## src/i2c_cond_pkg.sv

```systemverilog
package i2c_cond_pkg;
  // Register indices on the plain register port
  localparam logic [2:0] ADDR_STATUS = 3'h0;
  localparam logic [2:0] ADDR_SHIFT = 3'h1;
  localparam logic [2:0] ADDR_DETECT = 3'h2;
  localparam logic [2:0] ADDR_OWN = 3'h3;
  localparam logic [2:0] ADDR_CTRL = 3'h4;
  // Status register fields
  localparam int STAT_MASTER = 7;
  localparam int STAT_TDIR = 6;
  localparam int STAT_BUSY = 5;
  localparam int STAT_PEND = 4;
  localparam int STAT_GCALL = 2;
  localparam int STAT_AMATCH = 1;
  localparam int STAT_LRB = 0;
  // Control register fields
  localparam int CTRL_ACK = 0;
  localparam int CTRL_FAST = 1;
  // Status commands
  localparam logic [7:0] CMD_START_STANDBY = 8'hE0;
  localparam logic [7:0] CMD_STOP_STANDBY = 8'hC0;
  // Reset values and general call address
  localparam logic [4:0] DETECT_RESET = 5'h18;
  localparam logic [6:0] OWN_ADDR_RESET = 7'h01;
  localparam logic [7:0] GENERAL_CALL = 8'h00;
  // Detection timing in core_clock cycles
  localparam logic [7:0] FAST_HIGH_CYC = 8'h04;
  localparam logic [7:0] FAST_SETUP_CYC = 8'h02;
  localparam logic [7:0] FAST_HOLD_CYC = 8'h02;
  localparam logic [7:0] FAST_BUSY_CYC = 8'h04;
  // Master bit timing
  localparam int CLK_HZ = 40000000;
  localparam int SCL_HZ = 100000;
  localparam int HALF_BIT_CYC = CLK_HZ / SCL_HZ / 2;
  localparam logic [3:0] BITS_PER_BYTE = 4'h8;
  typedef enum logic [10:0] {
    ST_IDLE = 11'b00000000001,
    ST_STANDBY = 11'b00000000010,
    ST_START = 11'b00000000100,
    ST_MLOW = 11'b00000001000,
    ST_MHIGH = 11'b00000010000,
    ST_MWAIT = 11'b00000100000,
    ST_STOP = 11'b00001000000,
    ST_SRX = 11'b00010000000,
    ST_SACK = 11'b00100000000,
    ST_SWAIT = 11'b01000000000,
    ST_STOPGEN = 11'b10000000000
  } state_type;
endpackage

```

## src/cond_detect.sv

```systemverilog
`timescale 1ns/1ps
module cond_detect
  import i2c_cond_pkg::*;
(
  input wire logic clk,
  input wire logic resetn,
  input wire logic scl,
  input wire logic sda,
  input wire logic [4:0] period,
  input wire logic fast,
  output logic start_det,
  output logic stop_det,
  output logic bus_busy
);
  function automatic logic [7:0] half_of(input logic [4:0] p);
    half_of = {4'h0, p[4:1]};
  endfunction

  logic sda_d;
  logic armed;
  logic kind_start;
  logic [7:0] high_cnt;
  logic [7:0] edge_cnt;
  logic [7:0] high_req;
  logic [7:0] setup_req;
  logic [7:0] hold_req;
  logic [7:0] busy_req;
  logic fire;

  assign high_req = fast ? FAST_HIGH_CYC : {3'h0, period} + 8'h01;
  assign setup_req = fast ? FAST_SETUP_CYC : half_of(period) + 8'h01;
  assign hold_req = fast ? FAST_HOLD_CYC : half_of(period);
  // Flag delay, half cycle rounded up
  assign busy_req = fast ? FAST_BUSY_CYC : half_of(period) + 8'h02;
  assign fire = armed && scl && (sda == sda_d) && (edge_cnt + 8'h01 >= busy_req)
    && (edge_cnt + 8'h01 >= hold_req) && (high_cnt >= high_req);

  always_ff @(posedge clk or negedge resetn) begin
    if (!resetn) begin
      sda_d <= 1'b1;
      high_cnt <= 8'h00;
    end else begin
      sda_d <= sda;
      if (!scl) begin
        high_cnt <= 8'h00;
      end else if (high_cnt != 8'hFF) begin
        high_cnt <= high_cnt + 8'h01;
      end
    end
  end

  always_ff @(posedge clk or negedge resetn) begin
    if (!resetn) begin
      armed <= 1'b0;
      kind_start <= 1'b0;
      edge_cnt <= 8'h00;
    end else if (!scl || fire) begin
      armed <= 1'b0;
    end else if (sda != sda_d) begin
      armed <= (high_cnt >= setup_req) && !armed;
      kind_start <= !sda;
      edge_cnt <= 8'h00;
    end else if (armed) begin
      edge_cnt <= edge_cnt + 8'h01;
    end
  end

  always_ff @(posedge clk or negedge resetn) begin
    if (!resetn) begin
      start_det <= 1'b0;
      stop_det <= 1'b0;
      bus_busy <= 1'b0;
    end else begin
      start_det <= fire && kind_start;
      stop_det <= fire && !kind_start;
      // Busy on START, free on STOP
      if (fire) begin
        bus_busy <= kind_start;
      end
    end
  end
endmodule

```

## src/i2c_cond_xfer.sv

```systemverilog
// Behaviour
// - Detection limits come from the five-bit detect_period_setting field, or from fixed values in Fast-mode.
// - START or STOP counts only when high, set-up and hold limits are met.
// - bus_busy_flag sets on START, clears on STOP.
// - Clock high needs setting plus one cycles, or four in Fast-mode.
// - Set-up needs half setting plus one cycles, or two in Fast-mode.
// - Hold needs half setting cycles, or two in Fast-mode.
// - Busy flag updates (setting-1)/2+2 cycles after edge, 3.5 in Fast-mode.
// - Writing E0h with bus free enters START standby.
// - Shift register write in START standby sends START and address.
// - Each shift register write sends one further byte.
// - C0h enters STOP standby; next shift write generates STOP.
// - General call address is acknowledged, flagged and interrupts.
// - Own address is acknowledged, flagged and interrupts.
// - With receive direction, a shift write starts slave reception.
// - Selected acknowledge level is driven on ninth clock, then interrupt.
// - Shift write after acknowledge interrupt resumes reception.
`timescale 1ns/1ps
module i2c_cond_xfer
  import i2c_cond_pkg::*;
#(
  parameter int HALF_BIT = HALF_BIT_CYC
)
(
  input wire logic clk,
  input wire logic resetn,
  input wire logic [2:0] addr,
  input wire logic [7:0] wdata,
  input wire logic wr,
  input wire logic rd,
  output logic [7:0] rdata,
  input wire logic serial_clock_pin_i,
  output logic serial_clock_pin_o,
  output logic serial_clock_pin_oe,
  input wire logic serial_data_pin_i,
  output logic serial_data_pin_o,
  output logic serial_data_pin_oe,
  output logic irq
);
  logic [1:0] scl_sync;
  logic [1:0] sda_sync;
  logic scl;
  logic sda;
  logic scl_d;
  logic scl_rise;
  logic scl_fall;
  logic start_det;
  logic stop_det;
  logic bus_busy_flag;
  logic [4:0] detect_period_setting;
  logic [6:0] own_addr_reg;
  logic ack_level_select;
  logic fast_mode;
  logic master_select;
  logic transmit_direction_flag;
  logic general_call_flag;
  logic address_match_flag;
  logic pend_reg;
  logic lrb_reg;
  logic [7:0] shift_reg;
  logic [3:0] bit_cnt;
  logic [15:0] tick;
  logic tick_done;
  logic stop_pending;
  logic addr_phase;
  state_type state_reg;
  logic wr_shift;
  logic wr_status;
  logic scl_hold;
  logic sda_low;
  logic [7:0] status_view;

  assign scl = scl_sync[1];
  assign sda = sda_sync[1];
  assign scl_rise = scl && !scl_d;
  assign scl_fall = !scl && scl_d;
  assign wr_shift = wr && (addr == ADDR_SHIFT);
  assign wr_status = wr && (addr == ADDR_STATUS);
  assign tick_done = (tick == 16'(HALF_BIT - 1));
  assign status_view = {master_select, transmit_direction_flag, bus_busy_flag, pend_reg,
    1'b0, general_call_flag, address_match_flag, lrb_reg};

  always_ff @(posedge clk or negedge resetn) begin
    if (!resetn) begin
      scl_sync <= 2'b11;
      sda_sync <= 2'b11;
      scl_d <= 1'b1;
    end else begin
      scl_sync <= {scl_sync[0], serial_clock_pin_i};
      sda_sync <= {sda_sync[0], serial_data_pin_i};
      scl_d <= scl;
    end
  end

  cond_detect u_detect (
    .clk(clk),
    .resetn(resetn),
    .scl(scl),
    .sda(sda),
    .period(detect_period_setting),
    .fast(fast_mode),
    .start_det(start_det),
    .stop_det(stop_det),
    .bus_busy(bus_busy_flag)
  );

  always_ff @(posedge clk or negedge resetn) begin
    if (!resetn) begin
      detect_period_setting <= DETECT_RESET;
      own_addr_reg <= OWN_ADDR_RESET;
      ack_level_select <= 1'b0;
      fast_mode <= 1'b0;
    end else if (wr) begin
      if (addr == ADDR_DETECT) begin
        detect_period_setting <= wdata[4:0];
      end
      if (addr == ADDR_OWN) begin
        own_addr_reg <= wdata[7:1];
      end
      if (addr == ADDR_CTRL) begin
        ack_level_select <= wdata[CTRL_ACK];
        fast_mode <= wdata[CTRL_FAST];
      end
    end
  end

  always_ff @(posedge clk or negedge resetn) begin
    if (!resetn) begin
      rdata <= 8'h00;
    end else if (rd) begin
      unique case (addr)
        ADDR_STATUS: rdata <= status_view;
        ADDR_SHIFT: rdata <= shift_reg;
        ADDR_DETECT: rdata <= {3'h0, detect_period_setting};
        ADDR_OWN: rdata <= {own_addr_reg, 1'b0};
        ADDR_CTRL: rdata <= {6'h00, fast_mode, ack_level_select};
        default: rdata <= 8'h00;
      endcase
    end else begin
      rdata <= 8'h00;
    end
  end

  always_ff @(posedge clk or negedge resetn) begin
    if (!resetn) begin
      tick <= 16'h0000;
    end else if (tick_done || state_reg == ST_IDLE || state_reg == ST_MWAIT
        || state_reg == ST_STANDBY || (state_reg == ST_MHIGH && !scl)) begin
      tick <= 16'h0000;
    end else begin
      tick <= tick + 16'h0001;
    end
  end

  always_ff @(posedge clk or negedge resetn) begin
    if (!resetn) begin
      state_reg <= ST_IDLE;
      master_select <= 1'b0;
      transmit_direction_flag <= 1'b0;
      general_call_flag <= 1'b0;
      address_match_flag <= 1'b0;
      pend_reg <= 1'b0;
      lrb_reg <= 1'b1;
      shift_reg <= 8'h00;
      bit_cnt <= 4'h0;
      stop_pending <= 1'b0;
      addr_phase <= 1'b0;
      scl_hold <= 1'b0;
      sda_low <= 1'b0;
    end else if (stop_det && !master_select) begin
      state_reg <= ST_IDLE;
      transmit_direction_flag <= 1'b0;
      general_call_flag <= 1'b0;
      address_match_flag <= 1'b0;
      scl_hold <= 1'b0;
      sda_low <= 1'b0;
    end else if (start_det && !master_select) begin
      // Slave address phase after a START seen while not master
      state_reg <= ST_SRX;
      addr_phase <= 1'b1;
      bit_cnt <= 4'h0;
      general_call_flag <= 1'b0;
      address_match_flag <= 1'b0;
      scl_hold <= 1'b0;
      sda_low <= 1'b0;
    end else begin
      if (wr_shift) begin
        shift_reg <= wdata;
        pend_reg <= 1'b0;
      end
      unique case (state_reg)
        ST_IDLE: begin
          if (wr_status && wdata == CMD_START_STANDBY && !bus_busy_flag) begin
            state_reg <= ST_STANDBY;
            master_select <= 1'b1;
            transmit_direction_flag <= 1'b1;
          end else if (wr_status) begin
            master_select <= wdata[STAT_MASTER];
            transmit_direction_flag <= wdata[STAT_TDIR];
          end
        end
        ST_STANDBY: begin
          if (bus_busy_flag) begin
            state_reg <= ST_IDLE;
            master_select <= 1'b0;
            transmit_direction_flag <= 1'b0;
          end else if (wr_shift) begin
            state_reg <= ST_START;
            sda_low <= 1'b1;
          end
        end
        ST_START: begin
          if (tick_done) begin
            state_reg <= ST_MLOW;
            scl_hold <= 1'b1;
            bit_cnt <= 4'h0;
          end
        end
        ST_MLOW: begin
          // Data changes while the clock is low
          sda_low <= (bit_cnt == BITS_PER_BYTE) ? 1'b0 : !shift_reg[7];
          if (tick_done) begin
            state_reg <= ST_MHIGH;
            scl_hold <= 1'b0;
          end
        end
        ST_MHIGH: begin
          if (tick_done) begin
            scl_hold <= 1'b1;
            if (bit_cnt == BITS_PER_BYTE) begin
              lrb_reg <= sda;
              pend_reg <= 1'b1;
              state_reg <= ST_MWAIT;
            end else begin
              shift_reg <= {shift_reg[6:0], sda};
              bit_cnt <= bit_cnt + 4'h1;
              state_reg <= ST_MLOW;
            end
          end
        end
        ST_MWAIT: begin
          sda_low <= stop_pending;
          if (wr_status && wdata == CMD_STOP_STANDBY) begin
            stop_pending <= 1'b1;
          end
          if (wr_shift) begin
            bit_cnt <= 4'h0;
            state_reg <= stop_pending ? ST_STOPGEN : ST_MLOW;
            scl_hold <= stop_pending ? 1'b0 : 1'b1;
          end
        end
        ST_STOPGEN: begin
          if (tick_done && scl) begin
            sda_low <= 1'b0;
            state_reg <= ST_STOP;
          end
        end
        ST_STOP: begin
          if (!bus_busy_flag) begin
            state_reg <= ST_IDLE;
            master_select <= 1'b0;
            transmit_direction_flag <= 1'b0;
            stop_pending <= 1'b0;
          end
        end
        ST_SRX: begin
          if (scl_rise) begin
            shift_reg <= {shift_reg[6:0], sda};
            bit_cnt <= bit_cnt + 4'h1;
          end else if (scl_fall && bit_cnt == BITS_PER_BYTE) begin
            bit_cnt <= 4'h0;
            if (addr_phase) begin
              if (shift_reg == GENERAL_CALL) begin
                general_call_flag <= 1'b1;
                state_reg <= ST_SACK;
                sda_low <= 1'b1;
              end else if (shift_reg[7:1] == own_addr_reg) begin
                address_match_flag <= 1'b1;
                transmit_direction_flag <= shift_reg[0];
                state_reg <= ST_SACK;
                sda_low <= 1'b1;
              end else begin
                state_reg <= ST_IDLE;
              end
            end else begin
              sda_low <= !ack_level_select;
              state_reg <= ST_SACK;
            end
          end
        end
        ST_SACK: begin
          if (scl_fall) begin
            sda_low <= 1'b0;
            scl_hold <= 1'b1;
            pend_reg <= 1'b1;
            state_reg <= ST_SWAIT;
          end
        end
        ST_SWAIT: begin
          if (wr_shift) begin
            scl_hold <= 1'b0;
            addr_phase <= 1'b0;
            state_reg <= transmit_direction_flag ? ST_IDLE : ST_SRX;
          end
        end
        default: state_reg <= ST_IDLE;
      endcase
    end
  end

  always_ff @(posedge clk or negedge resetn) begin
    if (!resetn) begin
      serial_clock_pin_o <= 1'b0;
      serial_data_pin_o <= 1'b0;
      serial_clock_pin_oe <= 1'b0;
      serial_data_pin_oe <= 1'b0;
      irq <= 1'b0;
    end else begin
      serial_clock_pin_o <= 1'b0;
      serial_data_pin_o <= 1'b0;
      serial_clock_pin_oe <= scl_hold;
      serial_data_pin_oe <= sda_low;
      irq <= pend_reg;
    end
  end
endmodule

```

## config.mk

```make
export PLATFORM = sky130hd
export DESIGN_NAME = i2c_cond_xfer
export DESIGN_NICKNAME = d
export VERILOG_FILES = /design/src/i2c_cond_pkg.sv /design/src/cond_detect.sv /design/src/i2c_cond_xfer.sv
export SDC_FILE = /design/constraint.sdc
export NUM_CORES = 1
export LEC_CHECK = 0
export BUFFER_PORTS_ARGS = -buffer_cell sky130_fd_sc_hd__buf_4
export CAP_MARGIN = 10
export CORE_MARGIN = 8
export CORE_UTILIZATION = 60
export CTS_CLUSTER_DIAMETER = 30
export DETAILED_ROUTE_END_ITERATION = 16
export MAX_ROUTING_LAYER = met4
export PLACE_DENSITY = 0.78
export SKIP_LAST_GASP = 1
export SYNTH_ARGS = -nofsm -noshare
export SYNTH_HDL_FRONTEND = slang
export SYNTH_HIERARCHICAL = 1
export SYNTH_SLANG_ARGS = --single-unit
```

## constraint.sdc

```tcl
create_clock -name clk -period 6.6 [get_ports clk]
set_input_delay 0.33 -clock clk [delete_from_list [all_inputs] [get_ports clk]]
set_output_delay 0.33 -clock clk [all_outputs]
set_load 0.01 [all_outputs]
```

==> flow_metrics.tcl <==
set metrics [dict create \
    arrival_ns 3.43 \
    whs_ns 0.0333 \
    required_ns 6.89 \
    area_growth_pct 8.35 \
    final_hold_viol_count 0 \
    dpl.hpwl_mm 11.1 \
    holdPathEnd "sda_sync[0]$_DFF_PN1_" \
    min_path_cells 1 \
    outcome "finished clean" \
    cts-root-buf "clkbuf_8" \
    critPathMaxFanout 14 \
    relSlewSlack_pct 21.4 \
    global_route.usage.met2_pct 35.6 \
    startpoint "state_reg[4]$_DFFE_PN0P_" \
    syn_avg_cell_area_um2 9.52 \
    die-area_um2 13800 \
    port_buffers 27 \
    ant_nets 0 \
    ys_top_cells_by_count "dfrtp_1, nor2_1, nand2_1" \
    peakVddDrop_v 0.000190 \
    grt_use_met3_pct 4.03 \
    yosysMostFrequentCell "dfrtp_1" \
    hold_path_class "primary input to flop" \
    fill_cells 818 \
    yosysWarnings 6 \
    synth_top_cell_by_area "dfrtp_1" \
    core_um2 10100 \
    rr_endpoint "state_reg[1]$_DFFE_PN0P_" \
    syn_area_um2 6160 \
    largest_reg_flops 16 \
    crit_buf_inv 0 \
    yosysSeqAreaShare_pct 41.2 \
    synth_cell_type_count 79 \
    start_util_pct 60.8 \
    ys_async_sr_fraction_pct 100 \
    p_leak_nw 2.92 \
    gp_congestion 1.00 \
    clk_latency_ns 0.40 \
    postCtsResizedCells 0 \
    max_stage_delay_ns 1.03 \
    fin_crit_sh_pct 47.7 \
    setup_viol 0 \
    fmax_mhz 318 \
    regArea_um2 2540 \
    grt-busiest-layer "met2" \
    dp.cells 791 \
    tightest_slew_ns 1.17 \
    wl_per_cell_um 18.7 \
    ioPinCount 30 \
    drc 0 \
    grt_antenna_before_repair 0 \
    critical_path.cell_chain "nor4_2 > nand2_1 > a2111oi_0 > nor3_1 > nand3_2 > mux2_2" \
    gr-total-overflow 0 \
    grt_max_degree 54 \
    final_net_count 710 \
    synth_top_area_share_pct 36.6 \
    cp-start-kind "flop" \
    layout.cells.non_filler 809 \
    synth_edf_count 0 \
    numCtsBuffers 9 \
    p_total_mw 1.82 \
    ys.flop_type "dfrtp_1" \
    layout_setup_ws_ns 3.45 \
    rsz0062_at_grt "false" \
    cp_top_family "simple AND/OR/NAND/NOR gates" \
    reg2reg_depth 6 \
    die_x_um 117 \
    crit_path_end_kind "flop" \
    met1_usage_pct 28.8 \
    drive_above_1_share_pct 15.5 \
    h-tree-depth 3 \
    cp_slowest_cell "nor4_2" \
    routed_wl_mm 15.1 \
    tritoncts "built" \
    drtIter0Drc 421 \
    grt_pass1_vias 5014 \
    slew_violations 0 \
    finClkSkew_ns 0.0130 \
    drv_cap 0 \
    power_density_nw_per_um2 272 \
    synth.area.top_cells "dfrtp_1, ha_1, dfstp_2" \
    track_usage_pct 23.0 \
    drt_pass1_iterations 6 \
    cts_max_path_buffers 2 \
    core.rowCount 37 \
    r2r_slack_ns 3.45 \
    ys_seq_elements 101 \
    tns_ns 0 \
    n_antenna_cell 0 \
    r2r_start "state_reg[4]$_DFFE_PN0P_" \
    multiInputGateArea_um2 3420 \
    grt_pass1_wl_mm 25.2 \
    fp.dieH_um 117 \
    timing.final.crit_period_ns 3.15 \
    cts.sink_count 101 \
    dr_total_vias 5125 \
    hp-start "serial_data_pin_i" \
    dp_slack_ns 3.50 \
    synthesis.instances 647 \
    via_per_inst 6.33 \
    clk_pin_slew_worst_paths_ns 0.11 \
    critical_path_class "flop to flop" \
]
[routing by layer]
metal	vias up	routed length [µm]
li1	2419	-
met1	2488	6650
met2	177	7230
met3	41	797
met4	0	417
met5	-	0
[worst register-to-register path, delay by kind of cell (launching register included)]
| family | cells | cell delay, ns |
|---|---|---|
| flip-flops | 1 | 0.48 |
| AO/OA/AOI/OAI | 1 | 0.65 |
| multiplexers | 1 | 0.36 |
| AND/OR/NAND/NOR | 4 | 1.53 |
[worst max path at each step]
stage	endpoint	slack, ns	cells past startpoint
3_5_place_dp	state_reg[1]$_DFFE_PN0P_	3.50	6
2_1_floorplan	bit_cnt[3]$_DFFE_PN0P_	4.21	8
3_3_place_gp	tick[3]$_DFF_PN0_	3.36	4
4_1_cts	state_reg[1]$_DFFE_PN0P_	3.49	6
5_1_grt	state_reg[1]$_DFFE_PN0P_	3.19	6
6_report	state_reg[1]$_DFFE_PN0P_	3.45	6
[cell families after synthesis]
family          count (synthesis)  synth area share [%]
compound gates                125                  14.0
xor+xnor                       37                  5.26
fa+ha+maj                      27                  5.44
buf+inv                        48                  3.35
flops                         101                  41.2
mux                            31                  6.05
other cells                     1                0.0609
simple gates                  277                  24.6
[area by class of cell]
type	instances	share of cell area, %
Tap cell	136	2.55
Timing Repair Buffer	33	3.75
Multi-Input combinational cell	499	51.2
Inverter	24	1.35
Sequential cell	101	38.1
Clock inverter	7	1.24
Clock buffer	9	1.86
[report_power, final]
part	internal, mW	switching, mW
clock	0.181	0.240
combinational	0.266	0.315
sequential	0.702	0.112
total	1.15	0.668
[metrics by stage]
step	util [%]	area, µm²
finish	65.8	6680
global route	65.8	6680
CTS	65.8	6670
detailed placement	63.6	6450
global placement	63.6	6440
floorplan	-	6160
[layout by cell type, fill, tap and decap left out, types with 18 or more instances in the layout]
cell     synthesis  routed
dfrtp_1         90      90
xor2_1          19      19
buf_4            2      32
nor2_1          69      69
xnor2_1         18      18
a21oi_1         28      28
nand2_1         39      39
nand4_1         19      19
nand3_1         33      33
mux2_2          20      20
ha_1            25      25
inv_1           24      24
o21ai_0         23      23
[timing repair]
action	in CTS	in global routing
endpoints found under the hold margin	42	0
buffers inserted	0	0
hold buffers	1	0
(Power assumes the default switching activity.)
